`src/design/adcs0_pkg.sv`:
```
// Constants shared by the step configuration store of sequencer zero.
// Assumes a 32-bit APB register bus with byte addresses.
package adcs0_pkg;
   localparam int unsigned ADDR_W = 12;
   localparam logic [11:0] OFF_INPUT_SEL = 12'h040;
   localparam logic [11:0] OFF_STEP_CTRL = 12'h044;
   localparam logic [11:0] OFF_IRQ_STATUS = 12'h048;
   localparam logic [11:0] OFF_IRQ_MASK = 12'h04C;
   localparam logic [11:0] OFF_RUN_CTRL = 12'h050;
   localparam logic [11:0] OFF_RUN_STATUS = 12'h054;
   localparam int unsigned STEPS = 8;
   localparam int unsigned SEL_W = 2;
   localparam int unsigned SEL_STRIDE = 4;
   localparam int unsigned CTRL_STRIDE = 4;
   // Bit positions inside one 4-bit step control group.
   localparam int unsigned CTRL_DIFF = 0;
   localparam int unsigned CTRL_LAST = 1;
   localparam int unsigned CTRL_IRQ = 2;
   localparam int unsigned CTRL_TEMP = 3;
   // Interrupt status and mask layout.
   localparam int unsigned IRQ_RAW = 0;
   localparam int unsigned IRQ_DONE = 1;
   localparam int unsigned IRQ_W = 2;
   localparam int unsigned RUN_START = 0;
   localparam int unsigned STAT_BUSY = 0;
   localparam int unsigned STAT_STEP_LSB = 4;
   localparam logic [31:0] RESET_WORD = 32'h00000000;
   localparam logic [31:0] SEL_FIELD_MASK = 32'h33333333;
   localparam logic [2:0] LAST_STEP = 3'h7;
   typedef enum logic [0:0] {ADCS0_IDLE, ADCS0_CONVERT} adcs0_state_e;
endpackage

```
`src/design/adcs0_step_pick.sv`:
```
// Picks the configuration of one step out of the two configuration words.
// Assumes the caller provides the step index on the same clock.
`timescale 1ns/100ps
`default_nettype none
module adcs0_step_pick (
   input wire logic [31:0] input_sel_word,
   input wire logic [31:0] step_ctrl_word,
   input wire logic [2:0] step,
   output logic [1:0] step_input_sel,
   output logic step_temp_select,
   output logic step_irq_enable,
   output logic step_last_marker,
   output logic step_differential
);
   logic [3:0] group;

   // Each step owns one nibble of both words; the select uses the low two bits.
   always_comb begin
      group = step_ctrl_word[step * adcs0_pkg::CTRL_STRIDE +: adcs0_pkg::CTRL_STRIDE];
      step_input_sel = input_sel_word[step * adcs0_pkg::SEL_STRIDE +: adcs0_pkg::SEL_W];
      step_temp_select = group[adcs0_pkg::CTRL_TEMP];
      step_irq_enable = group[adcs0_pkg::CTRL_IRQ];
      step_last_marker = group[adcs0_pkg::CTRL_LAST];
      step_differential = group[adcs0_pkg::CTRL_DIFF];
   end
endmodule
`default_nettype wire

```
`src/design/adcs0_seq.sv`:
```
// Step configuration store and step walker of sample sequencer zero.
// Assumes an APB master on pclk and a converter front end on the same clock
// that answers each request with a one-cycle done pulse.
// The clock enable freezes every register, the APB answer included, while it is low.
// Converter requests are held as levels; the front end must not answer one request twice.
// Limitation: a start written while a sequence runs is dropped, not queued.
//
// Summary of operation
// - Eight 2-bit input-select fields sit at bits 1:0 for the first step up to bits 29:28 for the eighth.
// - A step's input-select value is the number of the analog channel it converts.
// - The 2-bit gaps above each select field are read-only, read here as zero, and software leaves them alone.
// - The step control word is 32-bit, read/write, resets to zero, one nibble per step: temp, irq, end, diff.
// - A step with temperature select set converts the internal sensor, otherwise its selected pin.
// - A step with interrupt enable set raises the raw sequencer flag when its conversion ends.
// - The sequence stops after the step carrying the end marker; later steps are never requested.
// - A differential step samples pair 2i and 2i+1; the temperature sensor has no differential mode.
//
// Register access over APB was decided locally.
`timescale 1ns/100ps
`default_nettype none
module adcs0_seq (
   input wire logic pclk,
   input wire logic presetn,
   input wire logic clk_en,
   input wire logic psel,
   input wire logic penable,
   input wire logic pwrite,
   input wire logic [11:0] paddr,
   input wire logic [31:0] pwdata,
   output logic [31:0] prdata,
   output logic pready,
   output logic pslverr,
   input wire logic conv_done,
   output logic conv_req,
   output logic conv_temp_select,
   output logic conv_differential,
   output logic [1:0] conv_input_sel,
   output logic seq_busy,
   output logic irq
);
   logic [31:0] input_sel_reg;
   logic [31:0] step_ctrl_reg;
   logic [1:0] irq_status_reg;
   logic [1:0] irq_mask_reg;
   logic [2:0] step_reg;
   adcs0_pkg::adcs0_state_e state_reg;
   logic [1:0] cur_input_sel;
   logic cur_temp;
   logic cur_irq_en;
   logic cur_last;
   logic cur_diff;
   logic access;
   logic wr_commit;
   logic mapped;
   logic start_req;
   logic step_end;
   logic step_is_last;
   logic [1:0] irq_set;
   logic [31:0] read_word;

   ////////////////////////////////////////////////////////////////////////////
   // APB decode.

   // The slave inserts one wait state so that read data and pready come from flops.
   assign access = psel && penable && !pready;
   assign wr_commit = psel && penable && pready && pwrite;
   assign start_req = wr_commit && paddr == adcs0_pkg::OFF_RUN_CTRL && pwdata[adcs0_pkg::RUN_START];

   // Unmapped addresses answer with pslverr and read as zero; writes to them change nothing.
   // Read mux; gap bits of the select word come back as zero.
   always_comb begin
      mapped = 1'b1;
      read_word = adcs0_pkg::RESET_WORD;
      case (paddr)
         adcs0_pkg::OFF_INPUT_SEL: read_word = input_sel_reg;
         adcs0_pkg::OFF_STEP_CTRL: read_word = step_ctrl_reg;
         adcs0_pkg::OFF_IRQ_STATUS: read_word[adcs0_pkg::IRQ_W-1:0] = irq_status_reg;
         adcs0_pkg::OFF_IRQ_MASK: read_word[adcs0_pkg::IRQ_W-1:0] = irq_mask_reg;
         adcs0_pkg::OFF_RUN_CTRL: read_word = adcs0_pkg::RESET_WORD;
         adcs0_pkg::OFF_RUN_STATUS: begin
            read_word[adcs0_pkg::STAT_BUSY] = seq_busy;
            read_word[adcs0_pkg::STAT_STEP_LSB +: 3] = step_reg;
         end
         default: mapped = 1'b0;
      endcase
   end

   // Answer: pready, read data and error all settle one cycle into the access phase.
   // Read data is loaded on reads only, so it holds until the next read transfer.
   always_ff @(posedge pclk or negedge presetn) begin
      if (!presetn) begin
         pready <= 1'b0;
         pslverr <= 1'b0;
         prdata <= adcs0_pkg::RESET_WORD;
      end else if (clk_en) begin
         pready <= access;
         pslverr <= access && !mapped;
         if (access && !pwrite) begin
            prdata <= read_word;
         end
      end
   end

   ////////////////////////////////////////////////////////////////////////////
   // Configuration words.

   // Only the select fields are stored, so the gaps cannot be changed by a write.
   // A write commits only at the edge where pready is high, never in the wait state.
   // The control word keeps all 32 bits, since every bit is a step option.
   always_ff @(posedge pclk or negedge presetn) begin
      if (!presetn) begin
         input_sel_reg <= adcs0_pkg::RESET_WORD;
         step_ctrl_reg <= adcs0_pkg::RESET_WORD;
      end else if (clk_en && wr_commit) begin
         if (paddr == adcs0_pkg::OFF_INPUT_SEL) begin
            input_sel_reg <= pwdata & adcs0_pkg::SEL_FIELD_MASK;
         end
         if (paddr == adcs0_pkg::OFF_STEP_CTRL) begin
            step_ctrl_reg <= pwdata;
         end
      end
   end

   // Fields of the current step come from the live words, so a rewrite mid-sequence acts at once.
   adcs0_step_pick u_pick (
      .input_sel_word(input_sel_reg),
      .step_ctrl_word(step_ctrl_reg),
      .step(step_reg),
      .step_input_sel(cur_input_sel),
      .step_temp_select(cur_temp),
      .step_irq_enable(cur_irq_en),
      .step_last_marker(cur_last),
      .step_differential(cur_diff)
   );

   ////////////////////////////////////////////////////////////////////////////
   // Step walker.

   // A step ends when the front end reports its conversion done.
   assign step_end = state_reg == adcs0_pkg::ADCS0_CONVERT && conv_done;

   // The last step carries the end marker, or is the eighth when software set none.
   // One signal feeds both the walker and the done flag, so they never disagree on the end.
   assign step_is_last = cur_last || step_reg == adcs0_pkg::LAST_STEP;

   // Start is ignored while a sequence runs; software cannot restart mid-sequence.
   always_ff @(posedge pclk or negedge presetn) begin
      if (!presetn) begin
         state_reg <= adcs0_pkg::ADCS0_IDLE;
         step_reg <= 3'h0;
      end else if (clk_en) begin
         case (state_reg)
            adcs0_pkg::ADCS0_IDLE: begin
               if (start_req) begin
                  state_reg <= adcs0_pkg::ADCS0_CONVERT;
                  step_reg <= 3'h0;
               end
            end
            adcs0_pkg::ADCS0_CONVERT: begin
               if (step_end) begin
                  if (step_is_last) begin
                     state_reg <= adcs0_pkg::ADCS0_IDLE;
                  end else begin
                     step_reg <= step_reg + 3'h1;
                  end
               end
            end
            default: state_reg <= adcs0_pkg::ADCS0_IDLE;
         endcase
      end
   end

   // Request outputs follow the current step; they update one cycle after the step changes.
   // Trade-off: the one-cycle gap between steps keeps conv_req a plain flop output.
   always_ff @(posedge pclk or negedge presetn) begin
      if (!presetn) begin
         conv_req <= 1'b0;
         conv_temp_select <= 1'b0;
         conv_differential <= 1'b0;
         conv_input_sel <= 2'h0;
         seq_busy <= 1'b0;
      end else if (clk_en) begin
         seq_busy <= state_reg == adcs0_pkg::ADCS0_CONVERT;
         conv_req <= state_reg == adcs0_pkg::ADCS0_CONVERT && !step_end;
         conv_temp_select <= cur_temp;
         conv_differential <= cur_diff && !cur_temp;
         conv_input_sel <= cur_input_sel;
      end
   end

   ////////////////////////////////////////////////////////////////////////////
   // Interrupts.

   // Several steps may raise the raw flag; a set in the same cycle as a clear wins.
   // The done flag marks the end of every sequence, whether or not a step raised the raw flag.
   always_comb begin
      irq_set = 2'h0;
      irq_set[adcs0_pkg::IRQ_RAW] = step_end && cur_irq_en;
      irq_set[adcs0_pkg::IRQ_DONE] = step_end && step_is_last;
   end

   // Status is write-one-to-clear; the mask only gates the output, never the status bits.
   // The irq flop costs a cycle of delay but keeps the output free of glitches.
   always_ff @(posedge pclk or negedge presetn) begin
      if (!presetn) begin
         irq_status_reg <= 2'h0;
         irq_mask_reg <= 2'h0;
         irq <= 1'b0;
      end else if (clk_en) begin
         if (wr_commit && paddr == adcs0_pkg::OFF_IRQ_STATUS) begin
            irq_status_reg <= (irq_status_reg & ~pwdata[adcs0_pkg::IRQ_W-1:0]) | irq_set;
         end else begin
            irq_status_reg <= irq_status_reg | irq_set;
         end
         if (wr_commit && paddr == adcs0_pkg::OFF_IRQ_MASK) begin
            irq_mask_reg <= pwdata[adcs0_pkg::IRQ_W-1:0];
         end
         irq <= |(irq_status_reg & irq_mask_reg); // One cycle behind status, from a flop.
      end
   end
endmodule
`default_nettype wire

```
`config.mk`:
```
export PLATFORM = sky130hd
export DESIGN_NAME = adcs0_seq
export DESIGN_NICKNAME = d
export VERILOG_FILES = /design/src/design/adcs0_pkg.sv /design/src/design/adcs0_step_pick.sv /design/src/design/adcs0_seq.sv
export SDC_FILE = /design/constraint.sdc
export NUM_CORES = 1
export LEC_CHECK = 0
export ABC_AREA = 1
export BUFFER_PORTS_ARGS = -buffer_cell sky130_fd_sc_hd__buf_2
export CORE_ASPECT_RATIO = 1.2
export CORE_MARGIN = 10
export CORE_UTILIZATION = 54
export CTS_CLUSTER_SIZE = 10
export DETAILED_ROUTE_END_ITERATION = 8
export GPL_TIMING_DRIVEN = 0
export PLACE_DENSITY = 0.8
export SETUP_SLACK_MARGIN = 0.05
export SLEW_MARGIN = 20
export SYNTH_ARGS = -nofsm -noshare
export SYNTH_HDL_FRONTEND = slang
export SYNTH_SLANG_ARGS = --single-unit
```
`constraint.sdc`:
```
create_clock -name pclk -period 1.82 [get_ports pclk]
set_clock_uncertainty 0.1 [all_clocks]
set_input_delay 0.182 -clock pclk [delete_from_list [all_inputs] [get_ports pclk]]
set_output_delay 0.182 -clock pclk [all_outputs]
set_load 0.05 [all_outputs]
```
[Yosys cells after proc, flatten, opt, wreduce, memory -nomap -nowiden]
Index checks and enable logic that the tools add are counted.
Storage, ports and cells
  flip-flop bits (word level): 97
  input port bits: 51
  output and inout bits: 41
  word-level logic and storage cells: 78
Operators by class
  $add $sub $neg: 1
  equality and inequality tests: 10
  shift operators: 2
  muxes and demuxes: 15
  bitwise logic cells: 6
  reduce and logical (&&, ||, !) cells: 29
Operators by type and width (count)
  12-bit by 7-bit == test with 1-bit output (second input constant): 6
  25-bit case mux with 2 select lines: 1
  32-bit by 6-bit indexed part select with 2-bit output: 1
  32-bit by 6-bit indexed part select with 4-bit output: 1
  1-bit logical AND: 16
  3-bit two-way mux: 3
  3-bit case mux with 3 select lines: 1
  2-bit AND reduction: 4
  3-bit case mux with 2 select lines: 1
  6-bit OR reduction: 1
  1-bit zero test: 5
  1-bit case mux with 5 select lines: 1
  2-bit AND: 2
  1-bit two-way mux: 4
  2-bit two-way mux: 2
  2-bit != test (second input constant): 2
  2-bit bitwise OR: 2
  1-bit case mux with 4 select lines: 1
  4-bit AND reduction: 1
  3-bit by 1-bit adder with 3-bit output (second input constant): 1
  3-bit == test (second input constant): 1
  2-bit by 1-bit != test with 1-bit output (second input constant): 1
  2-bit NOT: 1
  1-bit case mux with 2 select lines: 1
  3 further kinds: 3

[Longest topological paths before layout]
Gate-level depths: netlist of run 1.
  depth after elaboration: 7
  depth in mapped cells: 10
  depth with buffers taken out: 10

[Hierarchy]
A second synthesis of run 1 with hierarchy kept.
Second synthesis, totals
  cells, all modules: 621
  area total of the unflattened synthesis: 4860.9 um2
Modules (own cells, without submodules)
  adcs0_seq: times used 1, cells an instance 461, area each 4195.3 um2, sequential area each 2427.3 um2
  adcs0_step_pick: times used 1, cells an instance 160, area each 665.6 um2, sequential area each 0.0 um2

[Least setup slack after synthesis of run 1]
OpenSTA, ideal clock, no wires.
  path kind: register to register
  start: register pready
  end: register step_ctrl_reg[7]
  setup time: 0.117 ns
  data arrival time: 1.554 ns
  required time: 1.603 ns
  slack: 0.050 ns
  stages on the path, launching flop included: 10
  path buffers: 2
  clock period less this slack: 1.770 ns
  cell sequence: dfrtp_1 inv_2 nor3_2 nand2_1 clkinv_2 nand2_2 buf_6 buf_6 nand2_1 nand2_1
On the way
  longest elaborated chain between the ends: 4
RTL lines
  from (decl): line adcs0_seq.sv:31  | output logic pready,
  from (signal assigned): line adcs0_seq.sv:96  | pready <= access;
  1-bit logical AND (2 in a row): line adcs0_seq.sv:66  | assign wr_commit = psel && penable && pready && pwrite;
  1-bit logical AND: line adcs0_seq.sv:114  | end else if (clk_en && wr_commit) begin
  2-bit AND reduction (no source line)
  to (signal assigned): line adcs0_seq.sv:113  | step_ctrl_reg <= adcs0_pkg::RESET_WORD;
  to (signal assigned): line adcs0_seq.sv:119  | step_ctrl_reg <= pwdata;
  to (decl): line adcs0_seq.sv:42  | logic [31:0] step_ctrl_reg;
No other way between the ends.
A chain may end at the register's enable or synchronous reset.

[Worst setup path after layout of run 1]
  start: register step_reg[0]
  end: register conv_input_sel[0]
On the way
  longest elaborated chain between the ends: 1
RTL lines
  from (decl): line adcs0_seq.sv:45  | logic [2:0] step_reg;
  from (signal assigned): line adcs0_seq.sv:164  | step_reg <= step_reg + 3'h1;
  32-bit by 6-bit indexed part select with 2-bit output: line adcs0_step_pick.sv:20  | step_input_sel = input_sel_word[step * adcs0_pkg::SEL_STRIDE +: adcs0_pkg::SEL_W];
  to (signal assigned): line adcs0_seq.sv:187  | conv_input_sel <= cur_input_sel;
  to (decl): line adcs0_seq.sv:37  | output logic [1:0] conv_input_sel,
No other way between the ends.

==> results.ini, run 1 <==
[setup_path]
crit_chain=buf_4 -> buf_2 -> o21ai_0 -> o211ai_1 -> nand3_1 -> nand2_1
timing.rr.start=step_reg[0]$_DFFE_PN0P_
r2r_end=conv_input_sel[0]$_DFFE_PN0P_
critical_path.max_stage_delay_ps=470
cp_max_fo=10
reg2regPathDepth=6
crit_path_top_delay_cell=dfrtp_2
path_delay_family=flip-flops
start_kind=flop
rrSetupSlack_ps=80
path_class=reg -> reg
end_kind=flop
critPathBufInv=2
arrival_ps=1890
critical_path_required_ps=1970

[synth]
ys_seq_elements=97
avgSynthCellArea_um2=8.014
synthFlopType=dfrtp_1
yosysSeqAreaShare_pct=51.16
async_reset_ff_share_pct=100.0
synth_edf_count=0
netlist_area_um2=4745
syn_inst=592
syn_nets=645
yosys_warnings=0
yosysUniqueCellTypes=35

[cts]
numCtsBuffers=9
insertion_delay_ps=360
cts.clk_slew.worst_paths_ps=90
cts_tree=built
cts_buffer_depth=2
h-tree-depth=3
clock-sinks=97
cts_root_buffer=clkbuf_8

[sta]
finalCritPeriodShare_pct=95.67
slew_violations=0
worst_slew_pin_slew_ps=626.9
maxSlewHeadroom_pct=57.88
fmax_mhz=574.3
hold_slack_ps=6.798
finalSetupViolCount=0
tns_ps=0
rsz0062_at_grt=yes
hold_violations=0
min_period_ps=1741

[finish]
layout.nets=779
fin_cells=849
fillers=717
area_growth_syn_to_layout_pct=24.60
drive_gt1_share_pct=22.85

[global_routing]
grt_use_total_pct=21.84
antenna_found_initial=1
grt_max_degree=54
grt.overflow.total=0
grt_pass1_wl_mm=22.78
grt_pass1_vias=4482

[pwr]
power_density_nw_per_um2=861.6
peakVddDrop_mv=0.5974
leakage_nw=3.096

[die]
ios=92
die-area_um2=12950
core_area_um2=8564
initial_core_util_pct=55.40
die_h_um=122.7
rows=37
fp.dieW_um=105.6

[min_path]
worstHoldStart=pwdata[29]
hp-class=in -> reg
hold_depth=3
hold-path-endpoint=step_ctrl_reg[29]$_DFFE_PN0P_

[drt]
route.detailed.drc=0
drt-initial-drc-count=420
drt-total-wl_mm=14.36
detail-route-antenna-nets=0
vias=4511
wire_per_inst_um=16.91
vias_per_cell=5.313
first_pass_iters=8

[placed_design]
dp.final_hpwl_mm=10.51
finalWeightedCongestion=0.9466
io_buffers=91
placedCellCount=801

[run_status]
status=complete, no violations

[run]
drv_cap=0

[how the worst max path moves through the flow]
| stage | startpoint | to | slack, ps | cells after the start |
|---|---|---|---|---|
| final | step_reg[0]$_DFFE_PN0P_ | conv_input_sel[0]$_DFFE_PN0P_ | 80 | 6 |
| after global routing | step_reg[1]$_DFFE_PN0P_ | step_reg[0]$_DFFE_PN0P_ | 30 | 9 |
| after CTS | step_reg[0]$_DFFE_PN0P_ | conv_input_sel[1]$_DFFE_PN0P_ | 20 | 7 |
| after detailed placement | paddr[7] | prdata[4]$_DFFE_PN0P_ | -60 | 10 |
| after global placement | presetn | pready$_DFFE_PN0P_ | -580 | 1 |
| after floorplan | pready$_DFFE_PN0P_ | step_ctrl_reg[7]$_DFFE_PN0P_ | 190 | 9 |
[power breakdown]
part           internal [W]  total [W]  switching, W
Sequential          0.00225    0.00233     0.0000833
Combinational      0.000470    0.00145      0.000978
Clock              0.000517    0.00132      0.000800
[worst min-delay path, delay by kind of cell]
family	cells	cell delay (ps)
AOI/OAI and AO/OA	1	70
buffers and inverters	2	190
[cell usage in the layout (no fill, tap or decap), types with 2 or more instances in the layout]
master           n
clkbuf_8         9
buf_6            6
inv_2            4
nor3_1           5
nand2_2          2
clkinv_2         2
nand2_1        201
clkbuf_1         3
nor2_4           3
o21ai_1         18
nor2_2           3
nand4_1          5
buf_4            5
a22o_1           6
nand2_4          3
ha_1             2
dlygate4sd3_1   30
clkbuf_2         2
nand3_1         52
a21oi_1         15
clkinvlp_4       3
nor3_2           2
o211ai_1         4
o21ai_2          5
o21ai_0         53
nand3_2          3
clkinv_4         3
dfrtp_1         95
inv_1           53
buf_2          100
nor2_1          18
dfrtp_2          2
inv_4            3
[metal layers]
metal  up-vias  routed length [um]  GRT usage, %
met5         -                   0             0
met4         0                 362         9.237
met3        29                 937         4.300
met2       178                7082         36.76
met1      2128                5977         26.97
li1       2176                   -             -
[Yosys cell counts (all sizes together) (4+ instances only)]
master | number | area, um^2
nor2 | 24 | 120.1
nand2 | 206 | 793.3
nand4 | 5 | 31.28
a22o | 6 | 52.55
o21ai | 76 | 395.4
dfrtp | 97 | 2427
buf | 20 | 135.1
a21oi | 15 | 75.07
nor3 | 7 | 45.04
nand3 | 56 | 307.8
o211ai | 4 | 30.03
clkbuf | 4 | 15.01
inv | 61 | 234.0
[per-stage QoR]
| stage | power [W] | setup WS [ps] | instance area, um^2 | utilization (%) |
|---|---|---|---|---|
| final | 0.005093 | 78.87 | 5912 | 69.03 |
| after floorplan | 0.003221 | 191.1 | 4746 | - |
| after detailed placement | 0.003681 | -61.51 | 5381 | 62.83 |
| after global placement | 0.003649 | -578.3 | 5348 | 62.44 |
| after CTS | 0.005016 | 24.91 | 5866 | 68.49 |
| after global routing | 0.005313 | 34.61 | 5912 | 69.03 |
[logic make-up after synthesis]
family,synth area share [%]
simple gates,27.61
compound gates,12.29
flops,51.16
buf+inv,8.412
fa+ha+maj,0.5273
[cell type report]
class	count	area, um^2	share of cell area (%)
well taps	117	146.4	2.476
repair buffers	123	797.0	13.48
plain buffers	24	161.4	2.730
flip-flops and latches	97	2430	41.10
multi-input cells	407	1936	32.74
diodes	1	2.502	0.04233
clock inverters	6	52.55	0.8889
inverters	64	259.0	4.381
clock buffers	10	127.6	2.159
[timing repair]
| action | 4_1_cts | 5_1_grt |
|---|---|---|
| buffers inserted | 0 | 1 |
| hold endpoints to repair | 82 | 0 |
| hold buffers | 30 | 0 |
| resized for setup | 3 | 16 |
| pin swaps | 0 | 1 |
| setup endpoints to repair | 6 | 64 |
Power figures use the tool's default switching activity.
==> run 2, diff against run 1 <==
--- a/config.mk
+++ b/config.mk
@@ -5,7 +5,6 @@
 export SDC_FILE = /design/constraint.sdc
 export NUM_CORES = 1
 export LEC_CHECK = 0
-export ABC_AREA = 1
 export BUFFER_PORTS_ARGS = -buffer_cell sky130_fd_sc_hd__buf_2
 export CORE_ASPECT_RATIO = 1.2
 export CORE_MARGIN = 10
@@ -13,7 +12,7 @@
 export CTS_CLUSTER_SIZE = 10
 export DETAILED_ROUTE_END_ITERATION = 8
 export GPL_TIMING_DRIVEN = 0
-export PLACE_DENSITY = 0.8
+export PLACE_DENSITY = 0.81
 export SETUP_SLACK_MARGIN = 0.05
 export SLEW_MARGIN = 20
 export SYNTH_ARGS = -nofsm -noshare
==> run 2 against run 1 <==
  * The run now ends with setup timing left
  * Sequential share of layout area down 1.5 points
  * Die area down 5.2%
  * First-iteration DRC count down 45%
  * Combinational power down 79%
  * Routed wire length down 1.4%
  * Final area up 3.8%
==> results.ini, run 2 <==
[synth]
yosysTopAreaCellShare_pct=54.62  ; +3.5 points
syn_nets=375  ; -42%
yosysUniqueCellTypes=44  ; +26%
synth.most_common_cell=dfrtp_1
syn_inst=322  ; -46%
synth_top_area_cell=dfrtp_1
async_reset_ff_share_pct=100.0  ; unchanged
synthFlopType=dfrtp_1
yosys_warnings=0  ; unchanged
ys_top_cells_by_count=97 x dfrtp_1, 51 x mux2_2, 25 x nand2_1
avgSynthCellArea_um2=13.80  ; +72%
yosysSeqAreaShare_pct=54.62  ; +3.5 points
synth_edf_count=0  ; unchanged
ys_seq_elements=97  ; unchanged
netlist_area_um2=4444  ; -6.3%
synth_area_leaders=dfrtp_1 55%, mux2_2 13%, mux4_2 5.6%

[finish]
utilization_pct=76.12  ; +7.1 points
multi_input_area_um2=2138  ; +10%
final_common_cell=dfrtp_1
num_antenna_cells=0  ; -1
layout.nets=531  ; -32%
fillers=465  ; -35%
register_area_um2=2429  ; about the same
layout_common_cells=96 x dfrtp_1, 91 x buf_2, 54 x mux2_4
area_growth_syn_to_layout_pct=38.09
drive_gt1_share_pct=50.83  ; +28 points

[placed_design]
pre_cts_slack_ps=-380.0  ; -318.5 ps
finalWeightedCongestion=0.8726  ; -7.8%
io_buffers=90  ; -1.1%
dp.final_hpwl_mm=8.621  ; -18%

[min_path]
hp-class=in -> reg
worstHoldStart=pwdata[1]
hold_depth=2  ; -1

[die]
ios=92  ; unchanged
initial_core_util_pct=55.12  ; -0.28 points
die-area_um2=12270  ; -5.2%
rows=36  ; -2.7%
die_h_um=119.4  ; -2.7%
fp.dieW_um=102.8  ; -2.6%
core_area_um2=8063  ; -5.9%

[pwr]
power_density_nw_per_um2=610.1  ; -29%
seq_power_share_pct=58.0  ; +12 points
pwr-share-comb_pct=8.2  ; -20 points
power.total_w=0.003744  ; -26%
leakage_nw=2.994  ; -3.3%
swShare_pct=24.74  ; -12 points
clkPwrFrac_pct=33.9  ; +8.0 points
internal-power_w=0.002818  ; -13%
power.switching_w=0.0009264  ; -50%
peakVddDrop_mv=0.4198  ; -30%

[setup_path]
timing.rr.start=step_reg[0]$_DFFE_PN0P_
r2r_end=step_reg[0]$_DFFE_PN0P_
cp_max_fo=5  ; -5
critical_path_required_ps=1990  ; +20 ps
arrival_ps=2290  ; +400 ps
crit_path_end=step_reg[0]$_DFFE_PN0P_
path_class=reg -> reg
crit_chain=buf_6 -> mux2_4 -> mux4_2 -> nor2_4 -> a21oi_2 -> mux2_4
reg2regPathDepth=6  ; unchanged
crit_path_top_delay_cell=mux4_2
rrSetupSlack_ps=-290  ; -370 ps
start_kind=flop
end_kind=flop
worstSetupStartpoint=step_reg[0]$_DFFE_PN0P_
cpMostUsedCell=mux2_4
critical_path.max_stage_delay_ps=550  ; +80 ps

[drt]
wire_per_inst_um=24.53  ; +45%
vias_per_cell=6.154  ; +16%
detail-route-antenna-nets=0  ; unchanged
drt-total-wl_mm=14.15  ; -1.4%
route.detailed.drc=0  ; unchanged
vias=3551  ; -21%
first_pass_iters=5  ; -3
drt-initial-drc-count=232  ; -45%

[global_routing]
grt_pass1_vias=3668  ; -18%
grt.overflow.total=0  ; unchanged
grt_pass1_wl_mm=20.60  ; -9.6%
antenna_found_initial=0  ; -1
grt_max_degree=52  ; -3.7%
grt_use_total_pct=22.01  ; +0.18 points

[sta]
worst_slew_pin_slew_ps=788.3  ; +161.4 ps
tns_ps=-4405  ; -4405 ps
slew_violations=0  ; unchanged
min_period_ps=2114  ; +373.2 ps
finalCritPeriodShare_pct=116.2  ; +21 points
rsz0062_at_grt=yes
hold_violations=0  ; unchanged
finalSetupViolCount=53  ; +53
fmax_mhz=473.0  ; -18%
maxSlewHeadroom_pct=47.45  ; -10 points
setup_slack_ps=-294.4  ; -373.2 ps

[cts]
cts.clk_slew.worst_paths_ps=90  ; about the same
insertion_delay_ps=380  ; +20 ps
clock-sinks=97  ; unchanged
numCtsBuffers=9  ; unchanged
cts_root_buffer=clkbuf_8
cts_buffer_depth=2  ; unchanged
cts_tree=built
h-tree-depth=3  ; unchanged

[run]
drv_cap=0  ; unchanged

[run_status]
violations=setup timing
status=complete, but fails checks

==> run 2: cell count changes after synthesis, sizes merged, moves of 6 or more <==
| cell | before | now |
|---|---|---|
| nor2 | 24 | 10 |
| a22o | 6 | 17 |
| buf | 20 | 10 |
| mux2i | 0 | 20 |
| nand2 | 206 | 25 |
| clkbuf | 4 | 10 |
| a21oi | 15 | 6 |
| mux4 | 0 | 13 |
| inv | 61 | 4 |
| o21ai | 76 | 21 |
| mux2 | 0 | 57 |
| nand3 | 56 | 6 |
==> run 2: timing repair <==
| action | in CTS | in global routing |
|---|---|---|
| setup buffers | 11 | 11 |
| endpoints found under the hold margin | 91 | 0 |
| hold buffers | 32 | 0 |
| gates resized for setup | 64 | 38 |
| setup endpoints to repair | 83 | 80 |
| pin swaps | 16 | 5 |
| cloned | 5 | 1 |
==> run 2: power by group through the flow <==
stage	clock [W]	combinational, W	sequential (W)
global placement	0	0.000227	0.00221
CTS	0.00126	0.000300	0.00217
global route	0.00136	0.000331	0.00217
finish	0.00127	0.000307	0.00217
floorplan	0	0.0000609	0.00225
detailed placement	0	0.000242	0.00221
==> run 2: critical path: cells and delay by family (launching register included) <==
kind / cells / cell delay [ps]
AND/OR/NAND/NOR: 1 / 130
multiplexers: 3 / 1130
flip-flops: 1 / 420
buffers and inverters: 1 / 160
AO/OA/AOI/OAI: 1 / 70
==> run 2: stage by stage <==
stage	hold WS (ps)	cells	area [um^2]
after floorplan	-213.6	322	4589
after global placement	314.5	507	5159
after detailed placement	42.65	508	5192
after CTS	2.039	571	5996
after global routing	12.86	577	6137
final	6.565	577	6137
==> run 2: logic make-up after synthesis <==
| logic type | after synthesis | synth area share [%] |
|---|---|---|
| adder cells (fa/ha/maj) | 2 | 0.5630 |
| AO/OA/AOI/OAI | 52 | 7.799 |
| multiplexers | 90 | 25.87 |
| AND/OR/NAND/NOR | 57 | 7.799 |
| buffers and inverters | 24 | 3.350 |
| flip-flops | 97 | 54.62 |
==> run 2: final cells by class <==
class | count | share of cell area [%]
repair buffers | 148 | 18.08
well taps | 95 | 1.937
clock buffers | 12 | 2.365
clock inverters | 3 | 0.2854
inverters | 4 | 0.2446
flip-flops and latches | 97 | 39.57
multi-input cells | 201 | 34.84
plain buffers | 17 | 2.671
==> run 2: worst min path at each step <==
stage                                         end  slack [ps]
finish               input_sel_reg[1]$_DFFE_PN0P_           7
global route          irq_mask_reg[1]$_DFFE_PN0P_          10
CTS                   irq_mask_reg[1]$_DFFE_PN0P_           2
detailed placement         prdata[11]$_DFFE_PN0P_          40
global placement    step_ctrl_reg[26]$_DFFE_PN0P_         310
floorplan           conv_differential$_DFFE_PN0P_        -210
==> run 2: per-layer routing <==
| metal | part of all wire (%) | wire length, um | track usage (%) |
|---|---|---|---|
| met5 | 0 | 0 | 0 |
| met4 | 3.7 | 524 | 11.67 |
| met3 | 8.0 | 1136 | 6.015 |
| met2 | 49 | 6937 | 34.36 |
| met1 | 39 | 5553 | 27.08 |
==> run 3, diff against run 2 <==
--- a/config.mk
+++ b/config.mk
@@ -18,3 +18,4 @@
 export SYNTH_ARGS = -nofsm -noshare
 export SYNTH_HDL_FRONTEND = slang
 export SYNTH_SLANG_ARGS = --single-unit
+export TNS_END_PERCENT = 50
==> run 3 against run 2 <==
  * The run still ends with setup timing left
  * Via count is 0.20% lower
  * Register-to-register slack improved by 70 ps
  * Combinational power is 3% higher
  * Non-clock buffer count is 2 higher
  * Critical path depth is the same
  * Worst setup slack better by 68 ps
  * Worst hold slack better by 11 ps
  * Utilization is 1.3 points higher
  * Fmax is 3.3% higher
  * Total power rose by 11%
  * Routed wire length is essentially flat
  * Critical path type unchanged
  * Largest power group unchanged
==> results.ini, run 3 (synthesis gave the netlist of run 2 again) <==
[run_status]
status=complete, but fails checks
violations=setup timing

[finish]
num_antenna_cells=0  ; unchanged
layout.nets=533  ; +0.38%
fin_cells=580  ; +0.52%
drive_gt1_share_pct=51.75  ; +0.92 points
layout_common_cells=95 x dfrtp_1, 92 x buf_2, 54 x mux2_4
final_common_cell=dfrtp_1
final_area_um2=6243  ; +1.7%
register_area_um2=2430  ; about the same
fillers=455  ; -2.2%
multi_input_area_um2=2148  ; +0.47%
area_growth_syn_to_layout_pct=40.48

[drt]
wire_per_inst_um=24.38  ; -0.61%
drt-initial-drc-count=339  ; +46%
detail-route-antenna-nets=0  ; unchanged
first_pass_iters=4  ; -1
route.detailed.drc=0  ; unchanged
drt-total-wl_mm=14.14  ; about the same
vias_per_cell=6.110  ; -0.71%
vias=3544  ; -0.20%

[placed_design]
io_buffers=90  ; unchanged
place_area_um2=5171  ; -0.41%
dp.final_hpwl_mm=8.029  ; -6.9%
placedCellCount=508  ; unchanged
finalWeightedCongestion=0.8371  ; -4.1%
pre_cts_slack_ps=-361.2  ; +18.84 ps

[cts]
cts_root_buffer=clkbuf_8
cts_buffer_depth=2  ; unchanged
insertion_delay_ps=380  ; about the same
clock-sinks=97  ; unchanged
cts_tree=built
cts.clk_slew.worst_paths_ps=100  ; about the same
h-tree-depth=3  ; unchanged
numCtsBuffers=9  ; unchanged

[pwr]
leakage_nw=3.043  ; +1.6%
power_density_nw_per_um2=665.4  ; +9.1%
peakVddDrop_mv=0.5077  ; +21%
power.total_w=0.004155  ; +11%

[global_routing]
antenna_found_initial=0  ; unchanged
grt_use_total_pct=23.12  ; +1.1 points
grt_pass1_wl_mm=21.41  ; +3.9%
grt_pass1_vias=3803  ; +3.7%
grt.overflow.total=0  ; unchanged
grt_max_degree=68  ; +31%

[die]
core_area_um2=8063  ; unchanged
fp.dieW_um=102.8  ; unchanged
initial_core_util_pct=55.12  ; unchanged
ios=92  ; unchanged
die-area_um2=12270  ; unchanged
rows=36  ; unchanged
die_h_um=119.4  ; unchanged

[setup_path]
r2r_end=step_reg[0]$_DFFE_PN0P_
path_class=reg -> reg
cp_max_fo=6  ; +1
arrival_ps=2220  ; -70 ps
reg2regPathDepth=6  ; unchanged
end_kind=flop
rrSetupSlack_ps=-230  ; +70 ps
start_kind=flop
critical_path_required_ps=1990  ; about the same
timing.rr.start=step_reg[0]$_DFFE_PN0P_

[run]
drv_cap=0  ; unchanged

[sta]
finalSetupViolCount=60  ; +13%
maxSlewHeadroom_pct=44.54  ; -2.9 points
setup_slack_ps=-226.7  ; +67.64 ps
hold_violations=0  ; unchanged
fmax_mhz=488.6  ; +3.3%
finalCritPeriodShare_pct=112.5  ; -3.7 points
worst_slew_pin_slew_ps=831.9  ; +43.65 ps
slew_violations=0  ; unchanged
min_period_ps=2047  ; -67.64 ps
rsz0062_at_grt=yes
hold_slack_ps=17.19  ; +10.62 ps

[min_path]
hold_depth=3  ; +1
hold-path-endpoint=pready$_DFFE_PN0P_
worstHoldStart=penable
hp-class=in -> reg

==> run 3: cell types whose count changed in the layout (fill, tap and decap cells not counted), sizes merged <==
cell,before,now
buf,125,126
bufinv,0,2
clkbuf,20,21
clkinvlp,1,0
==> run 3: how the worst max path moves through the flow <==
stage,from,endpoint,slack (ps),cells past startpoint
after floorplan,pready$_DFFE_PN0P_,input_sel_reg[12]$_DFFE_PN0P_,-230,5
after global placement,presetn,pready$_DFFE_PN0P_,-610,1
after detailed placement,paddr[9],input_sel_reg[13]$_DFFE_PN0P_,-360,6
after CTS,step_reg[0]$_DFFE_PN0P_,step_reg[0]$_DFFE_PN0P_,-200,6
after global routing,step_reg[0]$_DFFE_PN0P_,step_reg[0]$_DFFE_PN0P_,-240,6
final,step_reg[0]$_DFFE_PN0P_,step_reg[0]$_DFFE_PN0P_,-230,6
==> run 3: timing repair <==
| item | 4_1_cts | 5_1_grt |
|---|---|---|
| setup buffers | 14 | 6 |
| gates resized for setup | 63 | 27 |
| setup endpoints to repair | 85 | 85 |
| pin swaps | 14 | 2 |
| cloned | 6 | 0 |
| endpoints found under the hold margin | 143 | 0 |
| hold buffers | 32 | 0 |
==> run 3: worst max-delay path: stages (launching register included) <==
cell     delay (ps)
dfrtp_1         400
buf_6           140
mux2_4          290
mux4_2          540
nor2_4          130
a21oi_2          60
mux2_4          270
==> run 3: layout make-up <==
cell class | instances | area share (%)
clock buffer | 12 | 2.645
multi-input combinational | 201 | 34.41
tap | 95 | 1.904
timing repair buffer | 148 | 17.60
buffer | 19 | 3.106
inverter | 4 | 0.2405
clock inverter | 4 | 1.182
sequential | 97 | 38.92
==> run 3: per-layer routing <==
metal / vias to the layer above / wire length (um) / GRT usage, %
li1: 1508 / - / -
met1: 1805 / 5286 / 28.31
met2: 179 / 7132 / 36.96
met3: 52 / 1107 / 5.552
met4: 0 / 612 / 11.93
met5: - / 0 / 0
==> run 3: where the power goes <==
| group | total (W) | switching, W | internal [W] |
|---|---|---|---|
| Clock | 0.00167 | 0.000780 | 0.000888 |
| Sequential | 0.00217 | 0.00000790 | 0.00216 |
| Combinational | 0.000316 | 0.000183 | 0.000133 |
==> run 3: per-stage QoR <==
stage          TNS (ps)  util, %
6_report          -5747    77.44
5_1_grt           -7911    77.44
4_1_cts           -2294    76.12
3_5_place_dp     -23090    64.14
3_3_place_gp     -62520    63.72
2_1_floorplan     -8281        -
